**src/design/sleep_gate_pkg.sv**
```systemverilog
// constants, field layouts and carrier types for the deep-sleep gating and soft reset block
package sleep_gate_pkg;
  localparam int unsigned ADDR_W         = 12;
  localparam int unsigned DATA_W         = 32;
  localparam int unsigned PORT_N         = 5;
  localparam logic [11:0] OFS_SOFT_RST0  = 12'h040;
  localparam logic [11:0] OFS_RUN_CFG    = 12'h060;
  localparam logic [11:0] OFS_RUN_GATE2  = 12'h108;
  localparam logic [11:0] OFS_SLEEP_GATE2 = 12'h118;
  localparam logic [11:0] OFS_DEEP_GATE2 = 12'h128;
  localparam logic [11:0] OFS_STATUS     = 12'h200;
  localparam int unsigned BIT_PWM_RST    = 20;
  localparam int unsigned BIT_WDT_RST    = 3;
  localparam int unsigned BIT_AUTO_GATE  = 27;
  localparam logic [31:0] SOFT_RST_MASK  = 32'h0010_0008;
  localparam logic [31:0] GATE_MASK      = 32'h0000_001f;
  localparam logic [31:0] RUN_CFG_MASK   = 32'h0800_0000;
  localparam logic [31:0] RESET_VALUE    = 32'h0000_0000;
  localparam logic [31:0] FAULT_DATA     = 32'h0000_0000;

  // power mode of the processor as reported to the gating logic
  typedef enum logic [2:0] {
    MODE_RUN   = 3'b001,
    MODE_SLEEP = 3'b010,
    MODE_DEEP  = 3'b100
  } pwr_mode_e;

  // access aimed at one of the gated ports
  typedef struct packed {
    logic                  valid;
    logic [PORT_N-1:0]     sel;
  } port_req_s;

  // unit control outputs
  typedef struct packed {
    logic [PORT_N-1:0] clk_en;
    logic              pwm_rst;
    logic              wdt_rst;
  } unit_ctrl_s;
endpackage : sleep_gate_pkg

```
**src/design/sleep_gate_ctrl.sv**
```systemverilog
// deep-sleep clock gating and soft reset controller with avalon-mm slave
`timescale 1ns/1ps
`default_nettype none
module sleep_gate_ctrl
  import sleep_gate_pkg::*;
#(
  parameter int unsigned PORTS = PORT_N   // number of gated ports
) (
  input  wire logic              clk,             // system clock, 100 MHz
  input  wire logic              nrst,            // async reset, active low
  input  wire logic              ce,              // clock enable, freezes state when low
  input  wire logic [ADDR_W-1:0] avs_address,     // byte address
  input  wire logic              avs_read,        // read request
  input  wire logic              avs_write,       // write request
  input  wire logic [DATA_W-1:0] avs_writedata,   // write data
  input  wire logic [3:0]        avs_byteenable,  // byte lanes
  output var  logic [DATA_W-1:0] avs_readdata,    // read data
  output var  logic              avs_waitrequest, // stall
  output var  logic [1:0]        avs_response,    // 00 okay, 10 slave error
  input  wire logic [2:0]        mode_pin,        // power mode from the core, one-hot
  input  wire logic [DATA_W-1:0] dev_caps_one,    // capability mask for soft reset
  input  wire logic              port_req_valid,  // access to a gated port
  input  wire logic [PORTS-1:0]  port_req_sel,    // which port is addressed
  output var  logic              port_fault,      // bus fault pulse for that access
  output var  logic              port_grant,      // access allowed pulse
  output var  logic [PORTS-1:0]  port_clk_en,     // registered effective enables
  output logic      [PORTS-1:0]  port_gclk,       // gated port clocks
  output var  logic              pwm_rst,         // pwm reset, active high
  output var  logic              wdt_rst          // watchdog reset, active high
);
  logic [DATA_W-1:0] soft_rst_q;
  logic [DATA_W-1:0] run_cfg_q;
  logic [DATA_W-1:0] run_gate_q;
  logic [DATA_W-1:0] sleep_gate_q;
  logic [DATA_W-1:0] deep_gate_q;
  logic [2:0]        mode_m_q;
  logic [2:0]        mode_q;
  logic              ack_q;
  logic [PORTS-1:0]  en_reg;
  port_req_s         preq;

  // byte lane expansion for partial writes
  wire [DATA_W-1:0] be_mask = {{8{avs_byteenable[3]}}, {8{avs_byteenable[2]}},
                               {8{avs_byteenable[1]}}, {8{avs_byteenable[0]}}};

  // address decode
  wire hit_rst   = (avs_address == OFS_SOFT_RST0);
  wire hit_cfg   = (avs_address == OFS_RUN_CFG);
  wire hit_run   = (avs_address == OFS_RUN_GATE2);
  wire hit_sleep = (avs_address == OFS_SLEEP_GATE2);
  wire hit_deep  = (avs_address == OFS_DEEP_GATE2);
  wire hit_stat  = (avs_address == OFS_STATUS);
  wire hit_any   = hit_rst | hit_cfg | hit_run | hit_sleep | hit_deep | hit_stat;
  wire req       = (avs_read | avs_write) & ~ack_q;
  wire wr        = avs_write & ack_q & ce;  // lands only at the edge that sees waitrequest low

  // write merges with byte lanes, writable field masks
  function automatic logic [DATA_W-1:0] merge(input logic [DATA_W-1:0] old_v,
                                              input logic [DATA_W-1:0] mask);
    merge = (old_v & ~(be_mask & mask)) | (avs_writedata & be_mask & mask);
  endfunction : merge

  wire [DATA_W-1:0] rst_wmask = SOFT_RST_MASK & dev_caps_one;

  // effective gate set from mode and auto gating
  wire       auto_gate = run_cfg_q[BIT_AUTO_GATE];
  wire       in_deep   = (mode_q == MODE_DEEP);
  wire       in_sleep  = (mode_q == MODE_SLEEP);
  wire [DATA_W-1:0] eff_gate = !auto_gate ? run_gate_q :
                               in_deep    ? deep_gate_q :
                               in_sleep   ? sleep_gate_q : run_gate_q;

  // read mux, unused bits zero
  wire [DATA_W-1:0] rd_mux =
    hit_rst   ? (soft_rst_q & SOFT_RST_MASK) :
    hit_cfg   ? (run_cfg_q & RUN_CFG_MASK) :
    hit_run   ? (run_gate_q & GATE_MASK) :
    hit_sleep ? (sleep_gate_q & GATE_MASK) :
    hit_deep  ? (deep_gate_q & GATE_MASK) :
    hit_stat  ? {{(DATA_W-PORTS){1'b0}}, en_reg} : FAULT_DATA;

  assign preq.valid = port_req_valid;
  assign preq.sel   = port_req_sel;
  wire   gated_hit  = |(preq.sel & ~en_reg);

  // power mode pins come from another domain: two flops first
  always_ff @(posedge clk or negedge nrst) begin
    if (!nrst) begin
      mode_m_q <= MODE_RUN;
      mode_q   <= MODE_RUN;
    end else if (ce) begin
      mode_m_q <= mode_pin;
      mode_q   <= mode_m_q;
    end
  end

  // soft reset register; only capable bits change
  always_ff @(posedge clk or negedge nrst) begin
    if (!nrst) begin
      soft_rst_q <= RESET_VALUE;
    end else if (wr && hit_rst) begin
      soft_rst_q <= merge(soft_rst_q, rst_wmask);
    end
  end

  // run mode clock configuration, auto gating bit only
  always_ff @(posedge clk or negedge nrst) begin
    if (!nrst) begin
      run_cfg_q <= RESET_VALUE;
    end else if (wr && hit_cfg) begin
      run_cfg_q <= merge(run_cfg_q, RUN_CFG_MASK);
    end
  end

  // run and sleep gate sets
  always_ff @(posedge clk or negedge nrst) begin
    if (!nrst) begin
      run_gate_q   <= RESET_VALUE;
      sleep_gate_q <= RESET_VALUE;
    end else if (wr) begin
      if (hit_run) run_gate_q <= merge(run_gate_q, GATE_MASK);
      if (hit_sleep) sleep_gate_q <= merge(sleep_gate_q, GATE_MASK);
    end
  end

  // deep-sleep gate set, all ports off at reset
  always_ff @(posedge clk or negedge nrst) begin
    if (!nrst) begin
      deep_gate_q <= RESET_VALUE;
    end else if (wr && hit_deep) begin
      deep_gate_q <= merge(deep_gate_q, GATE_MASK);
    end
  end

  // avalon answer: one wait cycle, then ack; unmapped addresses error
  always_ff @(posedge clk or negedge nrst) begin
    if (!nrst) begin
      ack_q        <= 1'b0;
      avs_readdata <= RESET_VALUE;
      avs_response <= 2'b00;
    end else if (ce) begin
      ack_q        <= req;
      avs_readdata <= (req && avs_read) ? rd_mux : FAULT_DATA;
      avs_response <= (req && !hit_any) ? 2'b10 : 2'b00;
    end
  end

  // waitrequest low only in the ack cycle; registered from ack next value
  always_ff @(posedge clk or negedge nrst) begin
    if (!nrst) begin
      avs_waitrequest <= 1'b1;
    end else if (ce) begin
      avs_waitrequest <= ~req;
    end
  end

  // port access check: fault when its clock is off
  always_ff @(posedge clk or negedge nrst) begin
    if (!nrst) begin
      port_fault <= 1'b0;
      port_grant <= 1'b0;
    end else if (ce) begin
      port_fault <= preq.valid & gated_hit;
      port_grant <= preq.valid & ~gated_hit;
    end
  end

  // unit resets follow the register bits
  always_ff @(posedge clk or negedge nrst) begin
    if (!nrst) begin
      pwm_rst <= 1'b0;
      wdt_rst <= 1'b0;
    end else if (ce) begin
      pwm_rst <= soft_rst_q[BIT_PWM_RST];
      wdt_rst <= soft_rst_q[BIT_WDT_RST];
    end
  end

  assign port_clk_en = en_reg;

  // one glitch-free gate per port
  for (genvar i = 0; i < PORTS; i++) begin : g_gate
    gate_cell u_gate (
      .clk  (clk),
      .nrst (nrst),
      .ce   (ce),
      .en   (eff_gate[i]),
      .en_q (en_reg[i]),
      .gclk (port_gclk[i])
    );
  end
endmodule : sleep_gate_ctrl
`default_nettype wire

```
**src/design/gate_cell.sv**
```systemverilog
// glitch-free clock gate cell for one gated port
`timescale 1ns/1ps
`default_nettype none
module gate_cell (
  input  wire logic clk,      // system clock
  input  wire logic nrst,     // async reset, active low
  input  wire logic ce,       // clock enable
  input  wire logic en,       // requested gate enable
  output var  logic en_q,     // registered enable, whole cycles
  output logic      gclk      // gated clock
);
  logic lat_q;

  // enable registered on the rising edge so the decision is per whole cycle
  always_ff @(posedge clk or negedge nrst) begin
    if (!nrst) begin
      en_q <= 1'b0;
    end else if (ce) begin
      en_q <= en;
    end
  end

  // latch-free gate: enable retimed on the low phase keeps pulses whole
  always_ff @(negedge clk or negedge nrst) begin
    if (!nrst) begin
      lat_q <= 1'b0;
    end else begin
      lat_q <= en_q;
    end
  end

  assign gclk = clk & lat_q;
endmodule : gate_cell
`default_nettype wire

```
**config.mk**
```make
export PLATFORM = sky130hd
export DESIGN_NAME = sleep_gate_ctrl
export DESIGN_NICKNAME = d
export VERILOG_FILES = /design/src/design/sleep_gate_pkg.sv /design/src/design/sleep_gate_ctrl.sv /design/src/design/gate_cell.sv
export SDC_FILE = /design/constraint.sdc
export NUM_CORES = 1
export LEC_CHECK = 0
export ABC_AREA = 0
export BUFFER_PORTS_ARGS = -buffer_cell sky130_fd_sc_hd__buf_2
export CORE_MARGIN = 2
export CORE_UTILIZATION = 45
export DETAILED_ROUTE_END_ITERATION = 10
export GPL_ROUTABILITY_DRIVEN = 1
export PLACE_DENSITY = 0.8
export REMOVE_ABC_BUFFERS = 1
export SLEW_MARGIN = 20
export SYNTH_ARGS = -nofsm -noshare
export SYNTH_HDL_FRONTEND = slang
export SYNTH_SLANG_ARGS = --single-unit
export TNS_END_PERCENT = 10
```
**constraint.sdc**
```tcl
create_clock -name clk -period 2 [get_ports clk]
set_input_delay 0.3 -clock clk [delete_from_list [all_inputs] [get_ports clk]]
set_output_delay 0.3 -clock clk [all_outputs]
set_load 0.02 [all_outputs]
```
==> impl_metrics.toml <==
[critical_path]
r2r_end = "avs_readdata[2]$_DFFE_PN0P_"
worstReg2RegStart = "ack_q$_DFFE_PN0P_"
critPathMaxFanout = 1
worst-r2r-cell-count = 4
worst_ep_arrival_time_ps = 2050
path_class = "flip-flop to output pin"
setup.reg_to_reg.worst_slack_ps = 290
worstPathRequired_ps = 1700
timing.critical_path.from_type = "flip-flop"
critPathCaptureType = "output pin"

[finish]
final_cell_mix = "55 x sky130_fd_sc_hd__buf_2, 40 x sky130_fd_sc_hd__dfrtp_1, 30 x sky130_fd_sc_hd__mux2_2"
final_core_utilization_pct = 54.5
antennaDiodeCount = 0
drive_above_1_share_pct = 43.0
final_cell_count_no_fill = 391
fill_cell_count = 529
numnets_final = 408
most_common_cell_after_layout_fill_and_taps_aside = "sky130_fd_sc_hd__buf_2"
syn_to_final_growth_pct = 18.4

[timing]
setup-tns-final_ps = -1720
clock_skew_after_layout_ps = 18.6
hold_violations = 0
maxSlewViolCount = 0
setup_viol = 10
rsz0062_at_grt = "true"
final.setup.worst_slack_ps = -350

[clock_tree]
clkTransAtPathRegs_ps = 80
clkLatencyLatePin_ps = 420
cts_tree = "done"

[placed_design]
placed_cells = 377
io_buffers = 60
gpl.final_weighted_congestion = 0.836
sum_of_net_half_perimeters_after_detailed_placement_mm = 4.22
pre_cts_slack_ps = -326

[logic_synthesis]
ys_dominant_reg_cell = "sky130_fd_sc_hd__dfrtp_1"
synth.yosys.warnings = 0
number_of_enable_flip_flop_cells_after_synthesis = 0
post_synth.cell_area_avg_um2 = 11.0
synth_sequential_area_ratio_pct = 44.7
ys_ff_latch = 48
async_flop_share_pct = 100
synth.lib_cells_used.distinct = 50
synthesis.area_um2 = 2690
synthesis.instances = 245

[power]
total_power_mw = 2.08
p_per_area_nw_per_um2 = 654
power_leakage_nw = 1.56
vdd.ir_drop.worst_mv = 0.353

[route]
drt_iter0_drc = 61
drcViolationCount = 0
detailedRoute.firstPassIterationCount = 7
route.antenna.remaining_nets = 0
drt-wirelength-per-cell_um = 14.0
detailroute.via_count = 1974
drt-vias-per-instance = 5.05
routed_wirelength_mm = 5.47

[status]
status = "finished, violations left"
failed_checks = "setup timing"

[global_routing]
grt_pass1_wl_mm = 8.89
grt_use_total_pct = 18.4
antenna_found_initial = 0
global_route.overflow_total = 0
maximum_number_of_pins_on_one_net_before_global_route_repair = 41
grt_pass1_vias = 1989

[worst_hold_path]
min_delay_path_class = "input port to flip-flop"
holdPathStages = 2
min_from = "mode_pin[0]"
hold_critical_path_endpoint = "mode_m_q[0]$_DFFE_PN1P_"

[die]
die_ht_um = 81.4
boundaryPins = 143
floorplan.die.width_um = 81.4
start_util_pct = 46.0
rows = 28
floorplan_die_area_um2 = 6620
core_area_um2 = 5850

[flow_run]
drv.max_cap_violation_count = 0
==> metrics by stage <==
stage	hold slack (ps)	area [um^2]
after global routing	115	3190
after floorplan	4.41	2480
after global placement	153	2990
after CTS	117	3180
after detailed placement	154	2990
final	123	3190
==> worst max-delay path, cell delays in order, from the launching register on <==
cell and delay [ps]:
sky130_fd_sc_hd__dfrtn_1 390, sky130_fd_sc_hd__and2_4 130, sky130_fd_sc_hd__buf_6 110
==> Yosys cell counts, drive strengths merged (3+ instances only) <==
cell | instances | area (um^2)
dfrtp | 40 | 1000
buf | 37 | 282
mux2 | 30 | 338
and2 | 11 | 68.8
nor2b | 11 | 68.8
a21oi | 9 | 45.0
nand2 | 9 | 33.8
o21ai | 8 | 40.0
inv | 7 | 26.3
nor2 | 7 | 26.3
clkbuf | 6 | 23.8
o31ai | 6 | 45.0
a31oi | 5 | 31.3
dfrtn | 5 | 125
nor4 | 5 | 37.5
a2bb2oi | 4 | 35.0
mux2i | 4 | 40.0
nor3 | 4 | 42.5
a22oi | 3 | 22.5
dfstp | 3 | 78.8
nor4b | 3 | 47.5
==> kinds of logic (layout without fill, tap and decap cells) <==
family                    count (synthesis)  count (layout)  synth area share, %
muxes                                    34              34                 14.0
xor gates and xnor gates                  1               1                0.325
AOI/OAI and AO/OA                        44              44                 11.0
DFF                                      48              48                 44.7
buffers and inverters                    50              96                 12.3
and+or+nand+nor                          67              67                 17.5
other                                     1              26                0.139
==> report_power, final <==
| group | switching, mW | leakage, nW | total (mW) | internal [mW] |
|---|---|---|---|---|
| registers | 0.0228 | 0.645 | 1.03 | 1.00 |
| logic | 0.155 | 0.787 | 0.253 | 0.0972 |
| clock network | 0.382 | 0.130 | 0.806 | 0.424 |
==> cell type report <==
type	instances	area, um^2	area share (%)
well taps	75	93.8	2.94
multi-input cells	172	1260	39.6
clock buffers	15	184	5.77
repair buffers	71	398	12.5
clock inverters	3	18.8	0.588
inverters	7	26.3	0.824
flip-flops and latches	48	1200	37.8
==> what timing repair did <==
| item | CTS | global route |
|---|---|---|
| endpoints found under the setup margin | 10 | 10 |
| resized for setup | 13 | 2 |
| pin swaps | 3 | 1 |
| cloned | 0 | 0 |
| hold buffers | 1 | 0 |
| hold endpoints to repair | 3 | 0 |
| buffers inserted | 0 | 0 |
==> per-layer routing <==
| metal | track usage, % | up-vias | wire, um | share of wire [%] |
|---|---|---|---|---|
| li1 | - | 953 | - | - |
| met1 | 20.6 | 940 | 2330 | 43 |
| met2 | 29.4 | 72 | 2720 | 50 |
| met3 | 7.00 | 9 | 338 | 6.2 |
| met4 | 11.2 | 0 | 85 | 1.6 |
| met5 | 0 | - | 0 | 0 |
==> worst max path at each step <==
| stage | end | cells past startpoint | startpoint |
|---|---|---|---|
| after floorplan | flip-flop | 4 | avs_address[10] |
| after global placement | flip-flop | 6 | avs_address[10] |
| after detailed placement | flip-flop | 6 | avs_address[10] |
| after CTS | port_gclk[1] | 2 | g_gate[1].u_gate.lat_q$_DFF_NN0_ |
| after global routing | port_gclk[0] | 2 | g_gate[0].u_gate.lat_q$_DFF_NN0_ |
| final | port_gclk[2] | 2 | g_gate[2].u_gate.lat_q$_DFF_NN0_ |
Power figures use the tool's default switching activity.
